--- src/verilog/dac_link_pkg.sv ---
/*
   Shared constants and carrier types for the serial load and clear front end of a
   four-channel output converter.
   Assumes a single reference clock domain; every pin is synchronised by the user of this package.
*/
`default_nettype none

package dac_link_pkg;

   // Converter geometry.
   localparam int NUM_CHAN = 4;
   localparam int CODE_W = 16;
   localparam int CHAN_W = 2;

   // Frame lengths in shift clock falling edges.
   localparam int FRAME_BITS = 24;
   localparam int FRAME_BITS_CHECK = 32;
   localparam int SHIFT_W = 32;
   localparam int CNT_W = 6;
   localparam logic [CNT_W-1:0] CNT_FRAME = 6'h18;
   localparam logic [CNT_W-1:0] CNT_FRAME_CHECK = 6'h20;
   localparam logic [CNT_W-1:0] CNT_SATURATE = 6'h3F;

   // Reference clock and the fastest shift clock the link accepts.
   localparam int REF_CLK_MHZ = 250;
   localparam int SHIFT_CLK_MAX_MHZ = 30;

   // Position of each synchronised pin in the input vector.
   localparam int PIN_COUNT = 7;
   localparam int PIN_FRAME = 0;
   localparam int PIN_SCLK = 1;
   localparam int PIN_SDI = 2;
   localparam int PIN_LOAD = 3;
   localparam int PIN_CLEAR = 4;
   localparam int PIN_ADDR_LO = 5;
   localparam int PIN_ADDR_HI = 6;

   // Idle level of each pin while synchronisers are in reset.
   localparam logic [PIN_COUNT-1:0] PIN_IDLE = 7'h09;

   // Field positions inside a configuration data word.
   localparam int CFG_PACKET_CHECK_BIT = 0;

   // Reset values.
   localparam logic [CODE_W-1:0] CODE_RESET = 16'h0000;
   localparam logic [CODE_W-1:0] CLEAR_CODE_RESET = 16'h0000;
   localparam logic [NUM_CHAN-1:0] CLEAR_EN_RESET = 4'h0;
   localparam logic PACKET_CHECK_RESET = 1'b0;

   // Frame commands.
   typedef enum logic [2:0] {
      CMD_INPUT = 3'b000,
      CMD_CLEAR_CODE = 3'b001,
      CMD_CLEAR_EN = 3'b010,
      CMD_CONFIG = 3'b011,
      CMD_OUTPUT = 3'b100
   } cmd_e;

   // One 24-bit frame, first bit shifted in is the read flag.
   typedef struct packed {
      logic read;
      logic [1:0] dev_addr;
      cmd_e cmd;
      logic [CHAN_W-1:0] chan;
      logic [CODE_W-1:0] data;
   } frame_s;

   // A buffered frame together with its update mode captured at frame end.
   typedef struct packed {
      frame_s frame;
      logic immediate;
   } entry_s;

   typedef logic [NUM_CHAN-1:0][CODE_W-1:0] code_bank_t;

endpackage

`default_nettype wire

--- src/verilog/dac_serial_load_clear_ctrl.sv ---
/*
   Digital front end of a four-channel output converter: framed serial input with
   device address match, readback on the serial output, immediate or strobed DAC
   update, and edge-triggered clear of enabled channels.
   Assumes ref_clk is at least eight times the shift clock rate and that every pin
   is asynchronous to ref_clk; all pins pass a two-stage synchroniser first.
*/
// Summary of operation
// - Shift in one bit per falling clock while framed.
// - Logic keeps up with shift clock to limit.
// - Readback word shifts out on serial output.
// - Load low: update output at frame end.
// - Load high: input register only, defer output.
// - Load falling edge transfers all pending channels.
// - Clear rising edge loads programmed clear code.
// - Clear touches only channels with enable set.
// - Active clear blocks frame and load output register writes.
// - Address pins compared with frame address.
// - Frame is 24 edges, 32 with checking.
// - Active-low reset restores power-on state.
`timescale 1ns/10ps
`default_nettype none

module dac_serial_load_clear_ctrl #(
   parameter int FIFO_DEPTH = 2,
   parameter int FIFO_W = $bits(dac_link_pkg::entry_s)
) (
   // Clock and reset.
   input wire logic ref_clk,
   input wire logic resetn,
   // Serial link from the host.
   input wire logic frame_sel_n,
   input wire logic shift_clk,
   input wire logic serial_in,
   output logic serial_out,
   // Update and clear controls.
   input wire logic load_strobe_n,
   input wire logic clear,
   // Board address straps.
   input wire logic addr_select_lo,
   input wire logic addr_select_hi,
   // Converter side.
   output dac_link_pkg::code_bank_t dac_code,
   output logic [dac_link_pkg::NUM_CHAN-1:0] dac_update,
   output logic clear_active,
   output logic packet_check,
   output logic frame_dropped
);
   import dac_link_pkg::*;

   localparam int PTR_W = (FIFO_DEPTH > 1) ? $clog2(FIFO_DEPTH) : 1;
   localparam int LVL_W = $clog2(FIFO_DEPTH + 1);
   localparam logic [LVL_W-1:0] LVL_FULL = LVL_W'(FIFO_DEPTH);
   localparam logic [LVL_W-1:0] LVL_ONE = LVL_W'(1);
   localparam logic [PTR_W-1:0] PTR_LAST = PTR_W'(FIFO_DEPTH - 1);
   localparam logic [PTR_W-1:0] PTR_ONE = PTR_W'(1);

   // Pin synchronisers.
   logic [PIN_COUNT-1:0] pin_raw;
   logic [PIN_COUNT-1:0] pin_meta_reg;
   logic [PIN_COUNT-1:0] pin_sync_reg;
   logic [PIN_COUNT-1:0] pin_prev_reg;

   // Shift register state.
   logic [SHIFT_W-1:0] shift_reg;
   logic [CNT_W-1:0] bit_cnt_reg;

   // Buffer state.
   logic [FIFO_W-1:0] fifo_mem [FIFO_DEPTH];
   logic [PTR_W-1:0] wr_ptr_reg;
   logic [PTR_W-1:0] rd_ptr_reg;
   logic [LVL_W-1:0] level_reg;

   // Channel and configuration state.
   code_bank_t input_reg;
   code_bank_t output_reg;
   code_bank_t clear_code_reg;
   logic [NUM_CHAN-1:0] clear_en_reg;
   logic [NUM_CHAN-1:0] pending_reg;
   logic [NUM_CHAN-1:0] update_reg;
   logic packet_check_reg;
   logic dropped_reg;

   // Readback state.
   frame_s rb_word_reg;
   logic rb_armed_reg;
   logic [FRAME_BITS-1:0] rb_shift_reg;

   assign pin_raw = {addr_select_hi, addr_select_lo, clear, load_strobe_n, serial_in, shift_clk, frame_sel_n};

   // reset to idle.
   // The first stage is read only by the second stage; edges are found on later stages.
   always_ff @(posedge ref_clk or negedge resetn) begin
      if (!resetn) begin
         pin_meta_reg <= PIN_IDLE;
         pin_sync_reg <= PIN_IDLE;
         pin_prev_reg <= PIN_IDLE;
      end else begin
         pin_meta_reg <= pin_raw;
         pin_sync_reg <= pin_meta_reg;
         pin_prev_reg <= pin_sync_reg;
      end
   end

   // Edge and level decode of synchronised pins.
   wire framed = ~pin_sync_reg[PIN_FRAME];
   wire frame_start = pin_prev_reg[PIN_FRAME] & ~pin_sync_reg[PIN_FRAME];
   wire frame_end = ~pin_prev_reg[PIN_FRAME] & pin_sync_reg[PIN_FRAME];
   wire sclk_fall = pin_prev_reg[PIN_SCLK] & ~pin_sync_reg[PIN_SCLK];
   wire sclk_rise = ~pin_prev_reg[PIN_SCLK] & pin_sync_reg[PIN_SCLK];
   wire load_low = ~pin_sync_reg[PIN_LOAD];
   wire load_fall = pin_prev_reg[PIN_LOAD] & ~pin_sync_reg[PIN_LOAD];
   wire clear_level = pin_sync_reg[PIN_CLEAR];
   wire clear_rise = ~pin_prev_reg[PIN_CLEAR] & pin_sync_reg[PIN_CLEAR];
   wire [1:0] board_addr = {pin_sync_reg[PIN_ADDR_HI], pin_sync_reg[PIN_ADDR_LO]};

   // framed bit capture.
   // Data and shift clock share one synchroniser delay, so the sampled bit is the one
   // the host held at the falling edge; at most 30 MHz leaves four ref_clk cycles per phase.
   always_ff @(posedge ref_clk or negedge resetn) begin
      if (!resetn) begin
         shift_reg <= '0;
         bit_cnt_reg <= '0;
      end else if (frame_start) begin
         bit_cnt_reg <= '0;
      end else if (framed && sclk_fall) begin
         shift_reg <= {shift_reg[SHIFT_W-2:0], pin_sync_reg[PIN_SDI]};
         if (bit_cnt_reg != CNT_SATURATE) begin
            bit_cnt_reg <= bit_cnt_reg + 6'h01;
         end
      end
   end

   wire [CNT_W-1:0] expected_bits = packet_check_reg ? CNT_FRAME_CHECK : CNT_FRAME;
   wire frame_ok = frame_end & (bit_cnt_reg == expected_bits);
   // The check byte of a 32-edge frame trails the 24-bit payload and is not verified here.
   wire [FRAME_BITS-1:0] rx_bits = packet_check_reg ? shift_reg[SHIFT_W-1:SHIFT_W-FRAME_BITS]
                                                   : shift_reg[FRAME_BITS-1:0];
   frame_s rx_frame;
   assign rx_frame = frame_s'(rx_bits);

   wire addr_match = rx_frame.dev_addr == board_addr;
   wire push_valid = frame_ok & addr_match;

   // immediate mode sampled at frame end.
   // clear at frame end blocks the update.
   entry_s push_entry;
   assign push_entry = '{frame: rx_frame, immediate: load_low & ~clear_level};

   // Buffer handshake; the drain stalls while clear is active.
   wire push_ready = level_reg != LVL_FULL;
   wire pop_valid = level_reg != '0;
   wire pop_ready = ~clear_level;
   wire push = push_valid & push_ready;
   wire pop = pop_valid & pop_ready;
   entry_s head;
   assign head = entry_s'(fifo_mem[rd_ptr_reg]);

   always_ff @(posedge ref_clk) begin
      if (push) begin
         fifo_mem[wr_ptr_reg] <= FIFO_W'(push_entry);
      end
   end

   always_ff @(posedge ref_clk or negedge resetn) begin
      if (!resetn) begin
         wr_ptr_reg <= '0;
         rd_ptr_reg <= '0;
         level_reg <= '0;
         dropped_reg <= 1'b0;
      end else begin
         if (push) begin
            wr_ptr_reg <= (wr_ptr_reg == PTR_LAST) ? '0 : wr_ptr_reg + PTR_ONE;
         end
         if (pop) begin
            rd_ptr_reg <= (rd_ptr_reg == PTR_LAST) ? '0 : rd_ptr_reg + PTR_ONE;
         end
         if (push && !pop) begin
            level_reg <= level_reg + LVL_ONE;
         end else if (pop && !push) begin
            level_reg <= level_reg - LVL_ONE;
         end
         dropped_reg <= push_valid & ~push_ready;
      end
   end

   // Decode of the word leaving the buffer.
   wire head_write = pop & ~head.frame.read;
   wire head_read = pop & head.frame.read;
   wire wr_clear_code = head_write & (head.frame.cmd == CMD_CLEAR_CODE);
   wire wr_clear_en = head_write & (head.frame.cmd == CMD_CLEAR_EN);
   wire wr_config = head_write & (head.frame.cmd == CMD_CONFIG);
   wire wr_input = head_write & (head.frame.cmd == CMD_INPUT);
   wire xfer_all = load_fall & ~clear_level;

   genvar ch;
   generate
      for (ch = 0; ch < NUM_CHAN; ch = ch + 1) begin : g_chan
         wire sel = head.frame.chan == CHAN_W'(ch);
         wire wr_in_ch = wr_input & sel;
         wire [CODE_W-1:0] in_next = wr_in_ch ? head.frame.data : input_reg[ch];
         wire xfer_ch = xfer_all & (pending_reg[ch] | (wr_in_ch & ~head.immediate));
         always_ff @(posedge ref_clk or negedge resetn) begin
            if (!resetn) begin
               input_reg[ch] <= CODE_RESET;
               output_reg[ch] <= CODE_RESET;
               clear_code_reg[ch] <= CLEAR_CODE_RESET;
               pending_reg[ch] <= 1'b0;
               update_reg[ch] <= 1'b0;
            end else begin
               input_reg[ch] <= in_next;
               update_reg[ch] <= 1'b0;
               if (wr_clear_code && sel) begin
                  clear_code_reg[ch] <= head.frame.data;
               end
               if (clear_rise) begin
                  if (clear_en_reg[ch]) begin
                     output_reg[ch] <= clear_code_reg[ch];
                     update_reg[ch] <= 1'b1;
                  end
               end else if (xfer_ch) begin
                  output_reg[ch] <= in_next;
                  update_reg[ch] <= 1'b1;
               end else if (wr_in_ch && head.immediate) begin
                  output_reg[ch] <= head.frame.data;
                  update_reg[ch] <= 1'b1;
               end
               if (xfer_ch) begin
                  pending_reg[ch] <= 1'b0;
               end else if (wr_in_ch && !head.immediate) begin
                  pending_reg[ch] <= 1'b1;
               end
            end
         end
      end
   endgenerate

   // Configuration registers written through frames.
   always_ff @(posedge ref_clk or negedge resetn) begin
      if (!resetn) begin
         clear_en_reg <= CLEAR_EN_RESET;
         packet_check_reg <= PACKET_CHECK_RESET;
      end else begin
         if (wr_clear_en) begin
            clear_en_reg <= head.frame.data[NUM_CHAN-1:0];
         end
         if (wr_config) begin
            packet_check_reg <= head.frame.data[CFG_PACKET_CHECK_BIT];
         end
      end
   end

   // Readback source selection.
   logic [CODE_W-1:0] rb_data;
   always_comb begin
      rb_data = '0;
      unique case (head.frame.cmd)
         CMD_INPUT: rb_data = input_reg[head.frame.chan];
         CMD_CLEAR_CODE: rb_data = clear_code_reg[head.frame.chan];
         CMD_CLEAR_EN: rb_data = CODE_W'(clear_en_reg);
         CMD_CONFIG: rb_data = CODE_W'(packet_check_reg);
         CMD_OUTPUT: rb_data = output_reg[head.frame.chan];
         default: rb_data = '0;
      endcase
   end

   // readback word shifted out.
   // A read frame arms one word; the next frame carries it out MSB first, one bit
   // per rising shift clock, so the host samples each bit at the following fall.
   always_ff @(posedge ref_clk or negedge resetn) begin
      if (!resetn) begin
         rb_word_reg <= '0;
         rb_armed_reg <= 1'b0;
         rb_shift_reg <= '0;
      end else begin
         if (head_read) begin
            rb_word_reg <= '{read: 1'b1, dev_addr: head.frame.dev_addr, cmd: head.frame.cmd,
                             chan: head.frame.chan, data: rb_data};
            rb_armed_reg <= 1'b1;
         end else if (frame_start) begin
            rb_armed_reg <= 1'b0;
         end
         if (frame_start) begin
            rb_shift_reg <= rb_armed_reg ? FRAME_BITS'(rb_word_reg) : '0;
         end else if (frame_end) begin
            rb_shift_reg <= '0;
         end else if (framed && sclk_rise && bit_cnt_reg != '0) begin
            rb_shift_reg <= {rb_shift_reg[FRAME_BITS-2:0], 1'b0};
         end
      end
   end

   // Outputs.
   assign serial_out = rb_shift_reg[FRAME_BITS-1];
   assign dac_code = output_reg;
   assign dac_update = update_reg;
   assign clear_active = pin_sync_reg[PIN_CLEAR];
   assign packet_check = packet_check_reg;
   assign frame_dropped = dropped_reg;

endmodule

`default_nettype wire

--- config.mk ---
export PLATFORM = sky130hd
export DESIGN_NAME = dac_serial_load_clear_ctrl
export DESIGN_NICKNAME = d
export VERILOG_FILES = /design/src/verilog/dac_link_pkg.sv /design/src/verilog/dac_serial_load_clear_ctrl.sv
export SDC_FILE = /design/constraint.sdc
export NUM_CORES = 1
export LEC_CHECK = 0
export ABC_AREA = 1
export BUFFER_PORTS_ARGS = -buffer_cell sky130_fd_sc_hd__buf_2
export CORE_MARGIN = 2
export CORE_UTILIZATION = 50
export CTS_CLUSTER_SIZE = 25
export DETAILED_ROUTE_END_ITERATION = 16
export GPL_ROUTABILITY_DRIVEN = 0
export PLACE_DENSITY = 0.79
export SLEW_MARGIN = 20
export SYNTH_ARGS = -nofsm -noshare
export SYNTH_HDL_FRONTEND = slang
export SYNTH_SLANG_ARGS = --single-unit
export TNS_END_PERCENT = 5
--- constraint.sdc ---
create_clock -name ref_clk -period 3.1 [get_ports ref_clk]
set_clock_uncertainty 0.15 [all_clocks]
set_input_delay 0.31 -clock ref_clk [delete_from_list [all_inputs] [get_ports ref_clk]]
set_output_delay 0.31 -clock ref_clk [all_outputs]
set_load 0.01 [all_outputs]
==> reports/results.md <==
| Stage | Result | Value |
|:---|:---|:---|
| worst setup path | Most common cell on crit path | nand2_1 |
| floorplanning | Die span in y | 193 µm |
| route | Length of routed wiring on met1 | 20000 µm |
| global routing | Global route total overflow | 0 |
| worst setup path | Type of destination of the critical path | flip-flop |
| route | Vias per inst | 5.81 |
| sta | Max Slew Vio Count | 0 |
| floorplanning | Initial Util | 50.4% |
| power | Highest ir drop seen on vdd | 0.554 mV |
| floorplanning | Core box area | 35300 µm² |
| yosys | Post-Syn Instances | 2224 |
| global routing | Antenna violations before repair | 0 |
| final layout | Most common library cell in the layout ignoring fill and taps | nand2_1 |
| clock tree | Number of H-tree levels | 2 |
| worst setup path | CP Launch Type | flip-flop |
| clock tree | Buffer type at the clock tree root | clkbuf_16 |
| yosys | Post-Synthesis Mean Instance Area | 8.01 µm² |
| yosys | Prevailing post-synth register cell | dfrtp_1 |
| clock tree | Clock slew seen by the registers of the worst setup and hold paths | 0.06 ns |
| worst setup path | Delay of the slowest critical-path stage | 0.50 ns |
| worst setup path | RR Startpoint | rd_ptr_reg$_DFFE_PN0N_ |
| place | Count of input and output buffers | 80 |
| yosys | Post-synthesis cell type count | 40 |
| yosys | Flip-flop and latch count after synthesis | 365 |
| clock tree | Insertion delay of the later-clocked pin in the worst-skew pair | 0.57 ns |
| clock tree | Post-CTS Repair Setup Buffers | 0 |
| sta | Final Cycle Share | 94.0% |
| worst setup path | Required time of the critical path | 3.46 ns |
| global routing | First-pass GRT wire length | 82200 µm |
| sta | Slew margin rel. | 37.5% |
| sta | Total setup violations reported at the end of the flow | 0 |
| final layout | Signed area change from the synthesized netlist to the final layout | 11.1% |
| yosys | Number of synthesized flops with an enable pin | 50 |
| floorplanning | Die ar. | 37200 µm² |
| power | Total leakage power | 9.60 nW |
| worst setup path | Slowest CP cell | dfrtp_2 |
| worst setup path | CP Launch Point | rd_ptr_reg$_DFFE_PN0N_ |
| yosys | Fraction of registers with async set/reset | 86.3% |
| route | Total via count after detailed routing | 15900 |
| worst setup path | Class of the most critical setup path | flip-flop to flip-flop |
| floorplanning | DIE WIDTH | 193 µm |
| route | Number of iterations in the first detailed-routing pass | 6 |
| final layout | Commonest cells after routing, fill and taps aside | 816 x nand2_1, 308 x dfrtp_1, 171 x o21ai_0, 171 x inv_1, 148 x nand3_1 |
| route | Sum of met2 wire segment lengths after detailed routing | 23300 µm |
| sta | Fmax | 343 MHz |
| floorplanning | Ports placed on the boundary | 81 |
| clock tree | Clock sink count | 365 |
| route | Highest routed metal layer | met4 |
| clock tree | TritonCTS buffer count | 40 |
| min path | Min-Delay Path Class | input pin to asynchronous set/reset pin |
| worst setup path | Category of cells accounting for the largest share of critical-path delay | simple AND/OR/NAND/NOR gates |
| worst setup path | Crit path buffers/inverters | 2 |
| global routing | Overall track demand over capacity in global routing | 28.7% |
| power | Final Power | 12.2 mW |
| route | Final routed DRC violation total | 0 |
| final layout | Share of the core filled with cells in the final layout | 56.1% |
| worst setup path | CP arrival | 3.27 ns |
| job | Max-cap viol count | 0 |
| final layout | Net count reported at finish | 2265 |
| route | Total Wirelength | 51900 µm |
| yosys | Share of synthesized area occupied by flip-flops and latches | 52.7% |
| clock tree | Clock tree from TritonCTS | done |
| final layout | Fillers | 3124 |
| route | DR iter-0 viols | 2014 |
| power | Areal power density over the cells | 616 nW/µm² |
| yosys | Summed instance area of the synthesized netlist | 17800 µm² |
| floorplanning | Row count | 69 |
| place | Post-detailed-placement half-perimeter wirelength | 35300 µm |
| global routing | Maximum number of pins on one net before global-route repair | 79 |
| route | Remaining number of nets flagged by the antenna check after routing | 0 |
| global routing | Via count of the first global-routing pass | 15400 |
| worst setup path | Biggest fanout along the worst timing path | 33 |
| route | Routed length on met3 | 4940 µm |
| sta | Transition at the pin with the smallest max-transition slack | 0.936 ns |
| yosys | Warnings from Yosys | 0 |
| sta | Tmin final | 2.91 ns |
| run status | Result of the run | complete, no violations |
| sta | Setup TNS | 0 ns |
| clock tree | Maximum buffer depth of the clock tree | 3 |
| sta | Unrepaired setup endpoints after global routing | no |
| final layout | Share of final-layout standard cells stronger than drive strength 1 | 11.7% |
| worst setup path | CP cell instances | inv_6 -> nand2_1 -> nand2_1 -> nand2_2 -> inv_2 -> nand4_4 -> nand2_4 -> nand2_2 -> nand2_2 -> nand2_4 -> nor2_1 -> nand2_1 -> nand2_1 |
| worst setup path | Register-to-register setup slack | 0.19 ns |
| yosys | Net Count, Synth | 2238 |
| route | Routed wirelength normalized by instance count | 18.9 µm |
| sta | Number of hold violations in the final report | 0 |
logic make-up after synthesis:
logic type      Yosys count  synth area share [%]
fa+ha+maj                 5                 0.351
flops                   365                  52.7
simple gates           1261                  30.6
mux                       9                 0.569
compound gates          252                  7.46
xor+xnor                  6                 0.295
buf+inv                 326                  8.05
metrics by stage:
step | instances | setup WS, ns | instance area (µm²) | hold slack [ns]
4_1_cts | 2742 | 0.0765 | 19800 | 0.198
6_report | 2745 | 0.186 | 19800 | 0.176
5_1_grt | 2742 | 0.0375 | 19800 | 0.207
2_1_floorplan | 2224 | 0.0574 | 17800 | -0.136
3_3_place_gp | 2662 | 0.246 | 18500 | 0.189
3_5_place_dp | 2662 | 0.0824 | 18500 | 0.185
report_power, final:
part | switching, mW | total, mW | internal [mW]
sequential | 0.273 | 5.35 | 5.08
combinational | 1.66 | 2.25 | 0.598
clock | 1.94 | 4.59 | 2.65
timing repair:
| action | in CTS | in global routing |
|---|---|---|
| hold buffers | 8 | 0 |
| endpoints found under the setup margin | 0 | 27 |
| endpoints found under the hold margin | 80 | 0 |
| gates resized for setup | 0 | 2 |
cell usage after synthesis, types with 2 or more instances:
cell	count	share of area [%]
a211oi_1	2	0.084
a21oi_1	15	0.42
a31oi_1	3	0.11
buf_1	4	0.084
buf_2	59	1.7
buf_6	17	1.1
clkbuf_1	66	1.4
clkinv_1	2	0.042
dfrtp_1	309	43
dfstp_2	6	0.89
edfxtp_1	50	8.4
ha_1	5	0.35
inv_1	171	3.6
inv_2	5	0.11
mux2_2	9	0.57
nand2_1	816	17
nand2_2	13	0.46
nand2_4	9	0.57
nand3_1	149	4.2
nand4_1	107	3.8
nand4_2	2	0.14
nor2_1	124	2.6
nor2_2	25	0.88
nor2_4	3	0.19
nor3_1	3	0.084
o21ai_0	171	4.8
o21ai_1	15	0.42
o22ai_1	45	1.6
or2_2	4	0.14
xnor2_1	3	0.15
xor2_1	3	0.15
metal layers:
layer  up-vias  track usage, %
li1       7253               -
met1      7601            37.3
met2       866            43.6
met3       227            5.60
met4         0            19.3
met5         -               0
path summary, 6_finish.rpt:
| kind | endpoint | depth (start not counted) |
|---|---|---|
| max in group asynchronous | pin_meta_reg[0]$_DFF_PN1_ | 3 |
| max reg2reg | dac_code[39]$_DFFE_PN0P_ | 13 |
| max | dac_code[39]$_DFFE_PN0P_ | 13 |
| min reg2reg | pin_sync_reg[6]$_DFF_PN0_ | 0 |
| min in group ref_clk | pin_sync_reg[6]$_DFF_PN0_ | 0 |
| min | clear_code_reg[42]$_DFFE_PN0P_ | 2 |
cell type report:
type	count	area [µm²]	area share, %
clock buffer	56	1140	5.77
clock inverter	16	108	0.544
multi-input combinational	1533	7010	35.4
tap	461	577	2.91
sequential	365	9390	47.4
timing repair buffer	132	883	4.46
inverter	179	679	3.43
antenna	3	7.51	0.0379
(Power assumes the default switching activity.)
